--- src/logic/ddbc_pkg.sv ---
// Shared constants and types for the display DRAM bank configuration controller.
// Assumes a single 125 MHz clock and asynchronous 16-bit DRAMs on the far side.
package ddbc_pkg;

    // ------------------------------------------------------------------
    // Widths
    // ------------------------------------------------------------------
    localparam int DATA_W = 64;
    localparam int LANES = 8;
    localparam int ADDR_W = 22;
    localparam int MA_W = 9;
    localparam int CNT_W = 4;

    // ------------------------------------------------------------------
    // Capacity
    // ------------------------------------------------------------------
    localparam logic [ADDR_W-1:0] ONE_MB_BYTES = 22'h100000;
    localparam logic [ADDR_W-1:0] TWO_MB_BYTES = 22'h200000;
    localparam logic [2:0] CAP_MAX_MB = 3'h4;

    // ------------------------------------------------------------------
    // Access timing
    // ------------------------------------------------------------------
    localparam int CLK_PERIOD_NS = 8;
    localparam int T_RCD_NS = 24;
    localparam int T_CAS_NS = 40;
    localparam int T_RP_NS = 40;
    localparam int RCD_CYC = (T_RCD_NS + CLK_PERIOD_NS - 1) / CLK_PERIOD_NS;
    localparam int CAS_CYC = (T_CAS_NS + CLK_PERIOD_NS - 1) / CLK_PERIOD_NS;
    localparam int RP_CYC = (T_RP_NS + CLK_PERIOD_NS - 1) / CLK_PERIOD_NS;
    localparam int SYNC_CYC = 2;

    // ------------------------------------------------------------------
    // Reset values
    // ------------------------------------------------------------------
    localparam logic [MA_W-1:0] MA_RESET = 9'h000;
    localparam logic [LANES-1:0] LANES_IDLE_N = 8'hff;
    localparam logic [DATA_W-1:0] DATA_RESET = 64'h0;

    typedef enum logic [2:0] {
        ST_IDLE,
        ST_ROW,
        ST_COL,
        ST_SYNC,
        ST_PRE
    } ddbc_state_t;

endpackage : ddbc_pkg

--- src/logic/ddbc_cfg_if.sv ---
// Decoded memory arrangement passed from the configuration decoder to the controller.
// Assumes both ends run on the same clock.
`timescale 1ns/10ps
interface ddbc_cfg_if;
    logic legal;
    logic wide64;
    logic first_b;
    logic first_2m;
    logic second_en;
    logic first_deep;
    logic second_deep;
    logic [2:0] total_mb;

    modport src (output legal, wide64, first_b, first_2m, second_en, first_deep,
        second_deep, total_mb);
    modport dst (input legal, wide64, first_b, first_2m, second_en, first_deep,
        second_deep, total_mb);
endinterface : ddbc_cfg_if

--- src/logic/ddbc_cfg_decode.sv ---
// Turns the three arrangement bits and the bus width into bank layout and capacity.
// Assumes the configuration bits come from logic on the same clock.
`timescale 1ns/10ps
module ddbc_cfg_decode (
    // Arrangement bits
    input wire logic second_bank_present_i,
    input wire logic one_mbyte_bank_select_i,
    input wire logic bank_order_swap_i,
    input wire logic bus_width_64_i,
    // Decoded layout
    ddbc_cfg_if.src cfg
);

    always_comb begin
        cfg.legal = 1'b0;
        cfg.wide64 = 1'b0;
        cfg.first_b = 1'b0;
        cfg.second_en = 1'b0;
        cfg.first_deep = 1'b0;
        cfg.second_deep = 1'b0;
        cfg.total_mb = 3'h0;
        unique case ({second_bank_present_i, one_mbyte_bank_select_i, bank_order_swap_i,
                bus_width_64_i})
            4'b0000: begin
                cfg.legal = 1'b1;
                cfg.first_deep = 1'b1;
                cfg.total_mb = 3'h1;
            end
            4'b0001: begin
                cfg.legal = 1'b1;
                cfg.wide64 = 1'b1;
                cfg.first_deep = 1'b1;
                cfg.total_mb = 3'h2;
            end
            4'b0101: begin
                cfg.legal = 1'b1;
                cfg.wide64 = 1'b1;
                cfg.total_mb = 3'h1;
            end
            4'b1001: begin
                cfg.legal = 1'b1;
                cfg.wide64 = 1'b1;
                cfg.second_en = 1'b1;
                cfg.first_deep = 1'b1;
                cfg.second_deep = 1'b1;
                cfg.total_mb = 3'h4;
            end
            4'b1011: begin
                cfg.legal = 1'b1;
                cfg.wide64 = 1'b1;
                cfg.second_en = 1'b1;
                cfg.first_b = 1'b1;
                cfg.first_deep = 1'b1;
                cfg.total_mb = 3'h3;
            end
            4'b1101: begin
                cfg.legal = 1'b1;
                cfg.wide64 = 1'b1;
                cfg.second_en = 1'b1;
                cfg.total_mb = 3'h2;
            end
            default: begin
                cfg.legal = 1'b0;
            end
        endcase
    end

    assign cfg.first_2m = cfg.wide64 & cfg.first_deep;

endmodule : ddbc_cfg_decode

--- src/logic/ddbc_lane_map.sv ---
// Places user bytes onto the byte lanes of the frame data bus and back.
// Assumes lane n of the bus is qualified by column strobe n.
`timescale 1ns/10ps
module ddbc_lane_map (
    // Mode
    input wire logic wide64_i,
    // User side
    input wire logic [7:0] be_i,
    input wire logic [63:0] wdata_i,
    output logic [63:0] rdata_o,
    // Bus side
    input wire logic [63:0] bus_rdata_i,
    output logic [7:0] lane_en_o,
    output logic [63:0] lane_wdata_o
);

    // Narrow mode runs on the upper four lanes only
    always_comb begin
        if (wide64_i) begin
            lane_en_o = be_i;
            lane_wdata_o = wdata_i;
            rdata_o = bus_rdata_i;
        end else begin
            lane_en_o = {be_i[3:0], 4'h0};
            lane_wdata_o = {wdata_i[31:0], 32'h0};
            rdata_o = {32'h0, bus_rdata_i[63:32]};
        end
    end

endmodule : ddbc_lane_map

--- src/logic/ddbc_top.sv ---
// Frame-buffer DRAM controller: bank decode, row/column strobes and byte lanes.
// Assumes 16-bit two-strobe DRAMs; the data bus pin level is resolved outside.
`timescale 1ns/10ps

// Functional notes
// - Capacity from 1 to 4 Mbytes using 128K-deep or 256K-deep parts.
// - All bits clear, 32-bit: 1 Mbyte, two devices on bank A, upper lanes.
// - Narrow arrangement uses only upper four byte lanes and their strobes.
// - All bits clear, 64-bit: 2 Mbytes, four devices on bank A.
// - Second bank only: 4 Mbytes, four devices per row strobe.
// - 1-Mbyte banks only: 1 Mbyte of 128K parts on bank A, 64 bits.
// - Second bank and 1-Mbyte banks: 2 Mbytes, 128K parts split per strobe.
// - Bank swap puts 256K bank B lowest, 3 Mbytes; with 1-Mbyte banks illegal.
// - Column strobe n qualifies exactly byte lane n of the data bus.
// - One shared 9-bit address and one write enable; output enable held active.
module ddbc_top (
    // Clock and reset
    input wire logic clock_i,
    input wire logic rstn_i,
    // Arrangement bits
    input wire logic second_bank_present_i,
    input wire logic one_mbyte_bank_select_i,
    input wire logic bank_order_swap_i,
    input wire logic bus_width_64_i,
    // Arrangement status
    output logic cfg_legal_o,
    output logic cfg_bus_64_o,
    output logic [2:0] cfg_capacity_mb_o,
    // Access request
    input wire logic req_valid_i,
    input wire logic req_write_i,
    input wire logic [21:0] req_addr_i,
    input wire logic [7:0] req_be_i,
    input wire logic [63:0] req_wdata_i,
    output logic req_ready_o,
    // Access answer
    output logic rsp_valid_o,
    output logic rsp_err_o,
    output logic [63:0] rsp_rdata_o,
    // DRAM pins
    output logic row_strobe_bank_a_n_o,
    output logic row_strobe_bank_b_n_o,
    output logic [7:0] col_strobe_lane_n_o,
    output logic [8:0] dram_mux_addr_o,
    output logic dram_we_n_o,
    output logic dram_oe_n_o,
    input wire logic [63:0] frame_data_bus_i,
    output logic [63:0] frame_data_bus_o,
    output logic frame_data_bus_oe_n_o
);

    // ------------------------------------------------------------------
    // Declarations
    // ------------------------------------------------------------------
    ddbc_cfg_if cfg ();
    ddbc_pkg::ddbc_state_t state_reg;
    ddbc_pkg::ddbc_state_t state_next;
    logic [ddbc_pkg::CNT_W-1:0] cnt_reg;
    logic [63:0] sync1_reg;
    logic [63:0] sync2_reg;
    logic write_reg;
    logic bank_b_reg;
    logic [8:0] row_reg;
    logic [8:0] col_reg;
    logic [7:0] lane_en_reg;
    logic [63:0] wdata_reg;
    logic take;
    logic in_range;
    logic addr_ok;
    logic take_good;
    logic hit_first;
    logic hit_deep;
    logic hit_bank_b;
    logic [21:0] off_addr;
    logic [17:0] dev_word;
    logic [8:0] dec_row;
    logic [8:0] dec_col;
    logic [7:0] map_lane_en;
    logic [63:0] map_wdata;
    logic [63:0] map_rdata;
    logic cur_bank_b;
    logic cur_write;
    logic [7:0] cur_lane_en;
    logic [63:0] cur_wdata;
    logic ras_next;
    logic cas_next;

    // ------------------------------------------------------------------
    // Submodules
    // ------------------------------------------------------------------
    ddbc_cfg_decode u_cfg_decode (
        .second_bank_present_i(second_bank_present_i),
        .one_mbyte_bank_select_i(one_mbyte_bank_select_i),
        .bank_order_swap_i(bank_order_swap_i),
        .bus_width_64_i(bus_width_64_i),
        .cfg(cfg.src)
    );

    ddbc_lane_map u_lane_map (
        .wide64_i(cfg.wide64),
        .be_i(req_be_i),
        .wdata_i(req_wdata_i),
        .rdata_o(map_rdata),
        .bus_rdata_i(sync2_reg),
        .lane_en_o(map_lane_en),
        .lane_wdata_o(map_wdata)
    );

    // ------------------------------------------------------------------
    // Address decode
    // ------------------------------------------------------------------
    assign take = req_valid_i & req_ready_o;
    assign in_range = {1'b0, req_addr_i[21:20]} < cfg.total_mb;
    assign addr_ok = cfg.legal & in_range;
    assign take_good = take & addr_ok;
    assign hit_first = cfg.first_2m ? ~req_addr_i[21] : (req_addr_i[21:20] == 2'h0);
    assign hit_bank_b = (hit_first == cfg.first_b);
    assign hit_deep = hit_first ? cfg.first_deep : cfg.second_deep;
    assign off_addr = hit_first ? req_addr_i :
        (req_addr_i - (cfg.first_2m ? ddbc_pkg::TWO_MB_BYTES : ddbc_pkg::ONE_MB_BYTES));
    assign dev_word = cfg.wide64 ? off_addr[20:3] : off_addr[19:2];
    assign dec_row = hit_deep ? dev_word[17:9] : dev_word[16:8];
    assign dec_col = hit_deep ? dev_word[8:0] : {1'b0, dev_word[7:0]};

    assign cur_bank_b = take_good ? hit_bank_b : bank_b_reg;
    assign cur_write = take_good ? req_write_i : write_reg;
    assign cur_lane_en = take_good ? map_lane_en : lane_en_reg;
    assign cur_wdata = take_good ? map_wdata : wdata_reg;
    assign ras_next = (state_next == ddbc_pkg::ST_ROW) | (state_next == ddbc_pkg::ST_COL) |
        (state_next == ddbc_pkg::ST_SYNC);
    assign cas_next = (state_next == ddbc_pkg::ST_COL) | (state_next == ddbc_pkg::ST_SYNC);

    // ------------------------------------------------------------------
    // Access sequencer
    // ------------------------------------------------------------------
    always_comb begin
        state_next = state_reg;
        unique case (state_reg)
            ddbc_pkg::ST_IDLE: begin
                if (take_good) begin
                    state_next = ddbc_pkg::ST_ROW;
                end
            end
            ddbc_pkg::ST_ROW: begin
                if (cnt_reg == '0) begin
                    state_next = ddbc_pkg::ST_COL;
                end
            end
            ddbc_pkg::ST_COL: begin
                if (cnt_reg == '0) begin
                    state_next = write_reg ? ddbc_pkg::ST_PRE : ddbc_pkg::ST_SYNC;
                end
            end
            ddbc_pkg::ST_SYNC: begin
                if (cnt_reg == '0) begin
                    state_next = ddbc_pkg::ST_PRE;
                end
            end
            ddbc_pkg::ST_PRE: begin
                if (cnt_reg == '0) begin
                    state_next = ddbc_pkg::ST_IDLE;
                end
            end
        endcase
    end

    always_ff @(posedge clock_i) begin
        if (!rstn_i) begin
            state_reg <= ddbc_pkg::ST_IDLE;
            cnt_reg <= '0;
        end else begin
            state_reg <= state_next;
            if (state_next != state_reg) begin
                unique case (state_next)
                    ddbc_pkg::ST_ROW: cnt_reg <= ddbc_pkg::CNT_W'(ddbc_pkg::RCD_CYC - 1);
                    ddbc_pkg::ST_COL: cnt_reg <= ddbc_pkg::CNT_W'(ddbc_pkg::CAS_CYC - 1);
                    ddbc_pkg::ST_SYNC: cnt_reg <= ddbc_pkg::CNT_W'(ddbc_pkg::SYNC_CYC - 1);
                    ddbc_pkg::ST_PRE: cnt_reg <= ddbc_pkg::CNT_W'(ddbc_pkg::RP_CYC - 1);
                    ddbc_pkg::ST_IDLE: cnt_reg <= '0;
                endcase
            end else if (cnt_reg != '0) begin
                cnt_reg <= cnt_reg - 1'b1;
            end
        end
    end

    // Request held for the whole access
    always_ff @(posedge clock_i) begin
        if (!rstn_i) begin
            write_reg <= 1'b0;
            bank_b_reg <= 1'b0;
            row_reg <= ddbc_pkg::MA_RESET;
            col_reg <= ddbc_pkg::MA_RESET;
            lane_en_reg <= 8'h00;
            wdata_reg <= ddbc_pkg::DATA_RESET;
        end else if (take_good) begin
            write_reg <= req_write_i;
            bank_b_reg <= hit_bank_b;
            row_reg <= dec_row;
            col_reg <= dec_col;
            lane_en_reg <= map_lane_en;
            wdata_reg <= map_wdata;
        end
    end

    // ------------------------------------------------------------------
    // DRAM pins
    // ------------------------------------------------------------------
    always_ff @(posedge clock_i) begin
        if (!rstn_i) begin
            row_strobe_bank_a_n_o <= 1'b1;
            row_strobe_bank_b_n_o <= 1'b1;
            col_strobe_lane_n_o <= ddbc_pkg::LANES_IDLE_N;
            dram_mux_addr_o <= ddbc_pkg::MA_RESET;
            dram_we_n_o <= 1'b1;
            dram_oe_n_o <= 1'b0;
            frame_data_bus_o <= ddbc_pkg::DATA_RESET;
            frame_data_bus_oe_n_o <= 1'b1;
        end else begin
            row_strobe_bank_a_n_o <= ~(ras_next & ~cur_bank_b);
            row_strobe_bank_b_n_o <= ~(ras_next & cur_bank_b);
            col_strobe_lane_n_o <= cas_next ? ~cur_lane_en : ddbc_pkg::LANES_IDLE_N;
            if (take_good) begin
                dram_mux_addr_o <= dec_row;
            end else if (state_next == ddbc_pkg::ST_COL && state_reg == ddbc_pkg::ST_ROW) begin
                dram_mux_addr_o <= col_reg;
            end
            dram_we_n_o <= ~(ras_next & cur_write);
            dram_oe_n_o <= 1'b0;
            frame_data_bus_o <= cur_wdata;
            frame_data_bus_oe_n_o <= ~(ras_next & cur_write);
        end
    end

    // Read data from the pins crosses two flops before use
    always_ff @(posedge clock_i) begin
        if (!rstn_i) begin
            sync1_reg <= ddbc_pkg::DATA_RESET;
            sync2_reg <= ddbc_pkg::DATA_RESET;
        end else begin
            sync1_reg <= frame_data_bus_i;
            sync2_reg <= sync1_reg;
        end
    end

    // ------------------------------------------------------------------
    // Answer and status
    // ------------------------------------------------------------------
    always_ff @(posedge clock_i) begin
        if (!rstn_i) begin
            req_ready_o <= 1'b0;
            rsp_valid_o <= 1'b0;
            rsp_err_o <= 1'b0;
            rsp_rdata_o <= ddbc_pkg::DATA_RESET;
        end else begin
            req_ready_o <= (state_next == ddbc_pkg::ST_IDLE);
            rsp_valid_o <= 1'b0;
            rsp_err_o <= 1'b0;
            if (take && !addr_ok) begin
                rsp_valid_o <= 1'b1;
                rsp_err_o <= 1'b1;
                rsp_rdata_o <= ddbc_pkg::DATA_RESET;
            end else if (state_reg == ddbc_pkg::ST_COL && state_next == ddbc_pkg::ST_PRE) begin
                rsp_valid_o <= 1'b1;
            end else if (state_reg == ddbc_pkg::ST_SYNC && state_next == ddbc_pkg::ST_PRE) begin
                rsp_valid_o <= 1'b1;
                rsp_rdata_o <= map_rdata;
            end
        end
    end

    always_ff @(posedge clock_i) begin
        if (!rstn_i) begin
            cfg_legal_o <= 1'b0;
            cfg_bus_64_o <= 1'b0;
            cfg_capacity_mb_o <= 3'h0;
        end else begin
            cfg_legal_o <= cfg.legal;
            cfg_bus_64_o <= cfg.wide64;
            cfg_capacity_mb_o <= cfg.total_mb;
        end
    end

    // ------------------------------------------------------------------
    // Assertions
    // ------------------------------------------------------------------
    localparam int ROW_DLY = ddbc_pkg::RCD_CYC;

    a_cap_bounds: assert property (@(posedge clock_i) disable iff (!rstn_i)
        cfg_legal_o |-> (cfg_capacity_mb_o >= 3'h1 && cfg_capacity_mb_o <= ddbc_pkg::CAP_MAX_MB))
        else $error("capacity out of range");
    a_narrow_one_mb: assert property (@(posedge clock_i) disable iff (!rstn_i)
        ($past(rstn_i) && $past(cfg.legal) && !$past(bus_width_64_i))
        |-> (cfg_capacity_mb_o == 3'h1))
        else $error("narrow arrangement not 1 Mbyte");
    a_narrow_lanes: assert property (@(posedge clock_i) disable iff (!rstn_i)
        (take_good && !cfg.wide64) |=> (col_strobe_lane_n_o[3:0] == 4'hf) [*8])
        else $error("low lane strobe in narrow mode");
    a_first_bank_a: assert property (@(posedge clock_i) disable iff (!rstn_i)
        (take_good && hit_first && !cfg.first_b)
        |=> !row_strobe_bank_a_n_o && row_strobe_bank_b_n_o)
        else $error("first bank not on bank A strobe");
    a_ras_exclusive: assert property (@(posedge clock_i) disable iff (!rstn_i)
        !(!row_strobe_bank_a_n_o && !row_strobe_bank_b_n_o))
        else $error("both row strobes active");
    a_one_mb_banks: assert property (@(posedge clock_i) disable iff (!rstn_i)
        ($past(one_mbyte_bank_select_i) && !$past(second_bank_present_i) && $past(cfg.legal))
        |-> (cfg_capacity_mb_o == 3'h1 && cfg_bus_64_o))
        else $error("1-Mbyte bank arrangement wrong");
    a_split_banks: assert property (@(posedge clock_i) disable iff (!rstn_i)
        ($past(one_mbyte_bank_select_i) && $past(second_bank_present_i) && $past(cfg.legal))
        |-> cfg_capacity_mb_o == 3'h2)
        else $error("split 128K banks not 2 Mbytes");
    a_swap_low: assert property (@(posedge clock_i) disable iff (!rstn_i)
        (take_good && cfg.first_b && !req_addr_i[21]) |=> !row_strobe_bank_b_n_o)
        else $error("swapped low region not on bank B");
    a_swap_illegal: assert property (@(posedge clock_i) disable iff (!rstn_i)
        ($past(bank_order_swap_i) && $past(one_mbyte_bank_select_i)) |-> !cfg_legal_o)
        else $error("swap with 1-Mbyte banks accepted");
    a_lane_strobe: assert property (@(posedge clock_i) disable iff (!rstn_i)
        take_good |-> ##(ROW_DLY+1) (col_strobe_lane_n_o == ~$past(lane_en_reg, 1)))
        else $error("column strobes do not match byte lanes");
    a_addr_stable: assert property (@(posedge clock_i) disable iff (!rstn_i)
        (state_reg == ddbc_pkg::ST_ROW && $past(state_reg) == ddbc_pkg::ST_ROW)
        |-> $stable(dram_mux_addr_o) && !dram_oe_n_o)
        else $error("row address moved or output enable released");
    a_range_ignored: assert property (@(posedge clock_i) disable iff (!rstn_i)
        (take && !in_range) |=> rsp_valid_o && rsp_err_o && row_strobe_bank_a_n_o
        && row_strobe_bank_b_n_o)
        else $error("out-of-range access not ignored");

endmodule : ddbc_top

--- config.mk ---
export PLATFORM = sky130hd
export DESIGN_NAME = ddbc_top
export DESIGN_NICKNAME = d
export VERILOG_FILES = /design/src/logic/ddbc_pkg.sv /design/src/logic/ddbc_cfg_if.sv /design/src/logic/ddbc_cfg_decode.sv /design/src/logic/ddbc_lane_map.sv /design/src/logic/ddbc_top.sv
export SDC_FILE = /design/constraint.sdc
export NUM_CORES = 1
export LEC_CHECK = 0
export BUFFER_PORTS_ARGS = -buffer_cell sky130_fd_sc_hd__buf_2
export CORE_MARGIN = 2
export CORE_UTILIZATION = 30
export CTS_CLUSTER_SIZE = 24
export DETAILED_ROUTE_END_ITERATION = 10
export HOLD_SLACK_MARGIN = 0.05
export PLACE_DENSITY = 0.56
export SYNTH_ARGS = -nofsm -noshare
export SYNTH_HDL_FRONTEND = slang
export SYNTH_HIERARCHICAL = 1
export SYNTH_SLANG_ARGS = --single-unit
--- constraint.sdc ---
create_clock -name clock_i -period 2.27 [get_ports clock_i]
set_input_delay 0 -clock clock_i [delete_from_list [all_inputs] [get_ports clock_i]]
set_output_delay 0 -clock clock_i [all_outputs]
set_load 0.01 [all_outputs]
==> flow_summary.yaml, run 1 <==
synthesis:
  syn_inst: 1270
  synth_fp_nets: 1438
  synth_area_mm2: 0.0121
  synth_warnings: 6
  syn_area_per_cell_um2: 9.56
power_and_ir_drop:
  p_int_mw: 10.0
  pwr_density_cell_mw_per_mm2: 746
  switching_share_pct: 23.3
  p_comb_share_pct: 12.6
  p_sw_mw: 3.04
  total_power_mw: 13.1
  seqPwrFrac_pct: 43.6
  p_leak_nw: 7.63
  peakVddDrop_mv: 0.428
  clockPowerShare_pct: 43.8
clocking:
  cts_buffers: 35
  clockBufferDepth: 3
  cts_sinks: 310
  clk_pin_slew_worst_paths_ps: 60
  htree_num_levels: 2
  cts_tree: "yes"
  clockRootBuffer: "clkbuf_16"
  clk_latency_ps: 520
die:
  die_y_um: 205
  die_w_um: 205
  coreArea_mm2: 0.0398
  io_pins: 324
  die-area_mm2: 0.0421
  fp-row-count: 73
  initial_utilization_pct: 30.5
layout:
  regArea_mm2: 0.00621
  mostFrequentLayoutCell: "buf_2"
  nets: 1940
  n_fill_cell: 3776
  syn_to_final_growth_pct: 44.5
  final_core_util_pct: 44.1
  final_cell_mix: "319 x buf_2, 310 x dfxtp_1, 266 x nand2_1, 199 x and2_1, 194 x dlygate4sd3_1"
  num_antenna_cells: 0
  drive_gt1_share_pct: 28.9
  multi_input_area_mm2: 0.00537
setup_path:
  rr_startpoint: "cnt_reg[0]$_SDFFE_PN0P_"
  critPathMaxFanout: 10
  crit_type: "in -> reg"
  cp-startpoint: "bus_width_64_i"
  crit_path_start_kind: "primary input"
  endpoint_kind: "register"
  rrSetupSlack_ps: 230
  worstPathRequired_ps: 2690
  worstPathArrival_ps: 2590
global_route:
  grt_max_degree: 94
  grt.total_usage_pct: 15.7
  gr-total-overflow: 0
  grt_pass1_vias: 10300
  grt_first_pass_wirelength_mm: 53.4
  grt_antenna_before_repair: 2
routing:
  wirelength_mm: 33.9
  final_antenna_net_count: 0
  vias_per_cell: 4.43
  via_count: 10300
  drc_errors: 0
  dr.pass1.iters: 4
  routedWlPerCell_um: 14.6
  first_iter_violations: 495
timing:
  clock.fmax_mhz: 460
  fin_tns_setup_ps: 0
  setup_slack_ps: 96.6
  slew_headroom_pct: 50.9
  finalHoldViolCount: 0
  setup_violations: 0
  rsz0062_at_grt: "false"
  fin_crit_sh_pct: 95.7
  maxSlewViolCount: 0
  fin_crit_ps: 2170
  worst_pin_slew_ps: 737
  fin_skew_ps: 12.8
placement:
  numPortBuffers: 320
  dp.final_hpwl_mm: 22.1
  gp_congestion: 0.821
  post-place-ws_ps: -70.5
outcome:
  status: "finished clean"
hold_path:
  hp-start: "req_addr_i[21]"
  hold_class: "in -> reg"
flow_run:
  maxCapViolations: 0
worst paths after layout:
path                                       end  cells after the start
max            dram_mux_addr_o[1]$_SDFFE_PN0P_                     10
max reg2reg  col_strobe_lane_n_o[0]$_SDFF_PN1_                      7
min            dram_mux_addr_o[8]$_SDFFE_PN0P_                      5
min reg2reg            sync2_reg[2]$_SDFF_PN0_                      1
per-stage QoR:
| step | instances | hold WS, ps | cell area (um^2) |
|---|---|---|---|
| final | 2321 | 95.4 | 17600 |
| after floorplan | 1270 | 127 | 12100 |
| after CTS | 2321 | 55.3 | 17500 |
| after global placement | 2066 | 208 | 14400 |
| after global routing | 2321 | 98.5 | 17600 |
| after detailed placement | 2066 | 210 | 14400 |
layout make-up:
| type | instances | share of cell area (%) |
|---|---|---|
| clock buffers | 51 | 6.09 |
| clock inverters | 10 | 0.634 |
| well taps | 525 | 3.74 |
| multi-input cells | 861 | 30.6 |
| inverters | 9 | 0.192 |
| flip-flops and latches | 310 | 35.4 |
| repair buffers | 555 | 23.4 |
repair_timing:
action | in CTS | in global routing
hold buffers | 194 | 0
resized for setup | 0 | 3
hold endpoints to repair | 180 | 0
buffers inserted | 0 | 0
endpoints found under the setup margin | 0 | 2
power groups by stage:
stage	Combinational (mW)	Clock (mW)	Sequential [mW]
after floorplan	0.868	0	5.82
after global placement	1.33	0	5.82
after detailed placement	1.35	0	5.83
after CTS	1.64	5.91	5.71
after global routing	1.81	6.16	5.73
final	1.64	5.73	5.71
worst max-delay path, stage by stage:
cell and delay (ps):
buf_2 120, dlygate4sd3_1 600, nand2b_1 150, nor2_2 70, buf_4 160, o21a_1 150
nor2_4 320, mux2i_1 120, dlygate4sd3_1 610, a221oi_1 290
routing by layer:
layer  track usage (%)  vias to the layer above  routed length [um]
met5                 0                        -                  27
met4              6.22                        4                1120
met3              4.99                       85                2410
met2              25.9                      305               15900
met1              19.1                     4749               14500
li1                  -                     5140                   -
Power figures use the tool's default switching activity.
==> run 2, diff against run 1 <==
--- a/config.mk
+++ b/config.mk
@@ -5,13 +5,14 @@
 export SDC_FILE = /design/constraint.sdc
 export NUM_CORES = 1
 export LEC_CHECK = 0
+export ABC_AREA = 1
 export BUFFER_PORTS_ARGS = -buffer_cell sky130_fd_sc_hd__buf_2
 export CORE_MARGIN = 2
 export CORE_UTILIZATION = 30
 export CTS_CLUSTER_SIZE = 24
 export DETAILED_ROUTE_END_ITERATION = 10
 export HOLD_SLACK_MARGIN = 0.05
-export PLACE_DENSITY = 0.56
+export PLACE_DENSITY = 0.57
 export SYNTH_ARGS = -nofsm -noshare
 export SYNTH_HDL_FRONTEND = slang
 export SYNTH_HIERARCHICAL = 1
==> flow_summary.yaml, run 2 <==
clocking:
  clockBufferDepth: 3
  cts_buffers: 35
  clockRootBuffer: "clkbuf_16"
  cts_sinks: 310
  clk_pin_slew_worst_paths_ps: 60
  clk_latency_ps: 530
  htree_num_levels: 2
  cts_tree: "yes"
routing:
  via_count: 11800
  dr.pass1.iters: 5
  first_iter_violations: 555
  vias_per_cell: 4.30
  drc_errors: 0
  final_antenna_net_count: 0
  wirelength_mm: 37.4
  routedWlPerCell_um: 13.7
timing:
  setup_violations: 0
  fin_skew_ps: 11.3
  hold_ws_ps: 105
  clock.fmax_mhz: 472
  worst_pin_slew_ps: 634
  slew_headroom_pct: 57.7
  maxSlewViolCount: 0
  fin_crit_sh_pct: 93.4
  finalHoldViolCount: 0
  fin_crit_ps: 2120
  fin_tns_setup_ps: 0
synthesis:
  syn_inst: 1705
  synth_fp_nets: 1873
  syn_area_per_cell_um2: 7.07
  synth_area_mm2: 0.0120
  synth_warnings: 6
power_and_ir_drop:
  p_leak_nw: 9.13
  pwr_density_cell_mw_per_mm2: 781
  p_comb_share_pct: 16.6
  p_sw_mw: 3.70
  switching_share_pct: 27.4
  p_int_mw: 9.78
  peakVddDrop_mv: 0.451
  total_power_mw: 13.5
  clockPowerShare_pct: 40.4
  seqPwrFrac_pct: 43.0
setup_path:
  cp_num_buf_inv: 6
  endpoint_kind: "register"
  critical_path.max_stage_delay_ps: 580
  worstPathRequired_ps: 2690
  critPathMostFrequentCell: "nand2_1"
  crit_type: "in -> reg"
  worstPathArrival_ps: 2540
  path_delay_family: "buffers and inverters"
  crit_path_start_kind: "primary input"
  crit_chain: "buf_2 > inv_1 > nor2_1 > dlygate4sd3_1 > nand2_1 > nand3_1 > nand2_1 > nand2_1 > nand4_4 > buf_4 > buf_16 > o21ai_0 > dlygate4sd3_1 > a21oi_2 > nand3_1"
  cpMaxStageDelayCell: "dlygate4sd3_1"
  critPathMaxFanout: 32
layout:
  nets: 2355
  syn_to_final_growth_pct: 43.3
  mostFrequentLayoutCell: "nand2_1"
  n_fill_cell: 4047
  num_antenna_cells: 0
  final_cell_mix: "792 x nand2_1, 319 x buf_2, 310 x dfxtp_1, 223 x inv_1, 181 x dlygate4sd3_1"
  drive_gt1_share_pct: 21.0
die:
  die-area_mm2: 0.0418
  die_y_um: 204
  coreArea_mm2: 0.0396
  initial_utilization_pct: 30.4
  io_pins: 324
  die_w_um: 204
  fp-row-count: 73
global_route:
  grt_first_pass_wirelength_mm: 57.8
  gr-total-overflow: 0
  grt.total_usage_pct: 17.3
  grt_max_degree: 131
  grt_pass1_vias: 11300
  grt_antenna_before_repair: 0
placement:
  gp_congestion: 0.914
  numPortBuffers: 320
  dp.final_hpwl_mm: 24.4
flow_run:
  maxCapViolations: 0
outcome:
  status: "finished clean"
hold_path:
  hold_class: "in -> reg"
## run 2: final cells by class
cell class | instances | area [um^2] | share of cell area [%]
sequential | 310 | 6210 | 36.0
multi-input combinational | 1058 | 4480 | 25.9
timing repair buffer | 537 | 3870 | 22.4
clock buffer | 53 | 1040 | 6.05
inverter | 245 | 930 | 5.39
tap | 525 | 657 | 3.81
clock inverter | 10 | 73.8 | 0.428
## run 2: layer usage
metal	global-route usage, %	vias up	share of wire, %
li1	-	6049	-
met1	21.7	5297	44
met2	28.4	329	47
met3	3.49	110	5.1
met4	8.49	0	4.6
met5	0	-	0
## run 2: final timing paths
path / depth (start not counted) / slack, ps / end / startpoint
max: 15 / 150 / frame_data_bus_oe_n_o$_SDFF_PN1_ / one_mbyte_bank_select_i
min: 7 / 100 / rsp_err_o$_SDFF_PN0_ / req_addr_i[20]
max reg2reg: 9 / 310 / frame_data_bus_oe_n_o$_SDFF_PN1_ / req_ready_o$_SDFF_PN0_
min reg2reg: 2 / 410 / sync2_reg[39]$_SDFF_PN0_ / sync1_reg[39]$_SDFF_PN0_
## run 2: tightest hold or removal path, stage by stage
cell and delay [ps]:
buf_2 100, inv_1 40, nand2_1 50, nand2_1 100, nand3_1 80, nand2_1 120, nor2_1 110
## run 2: what timing repair did
action / 4_1_cts / 5_1_grt
hold buffers: 181 / 1
endpoints found under the hold margin: 177 / 1
buffers inserted: 0 / 12
setup endpoints to repair: 0 / 5
gates resized for setup: 0 / 12
## run 2: metrics by stage
stage | setup slack, ps | std cells | cell area, um^2 | utilization [%]
global placement | 275 | 2479 | 14100 | 35.7
finish | 150 | 2738 | 17300 | 43.5
detailed placement | 239 | 2479 | 14100 | 35.7
global route | -21.8 | 2738 | 17300 | 43.5
floorplan | 698 | 1705 | 12000 | -
CTS | 117 | 2723 | 17100 | 43.0
## run 2: power by group through the flow
stage               logic [mW]  clock network [mW]  registers [mW]
floorplan                 1.28                   0            5.92
global placement          1.91                   0            5.91
detailed placement        1.93                   0            5.91
CTS                       2.21                5.66            5.79
global route              2.52                5.86            5.81
finish                    2.24                5.45            5.79
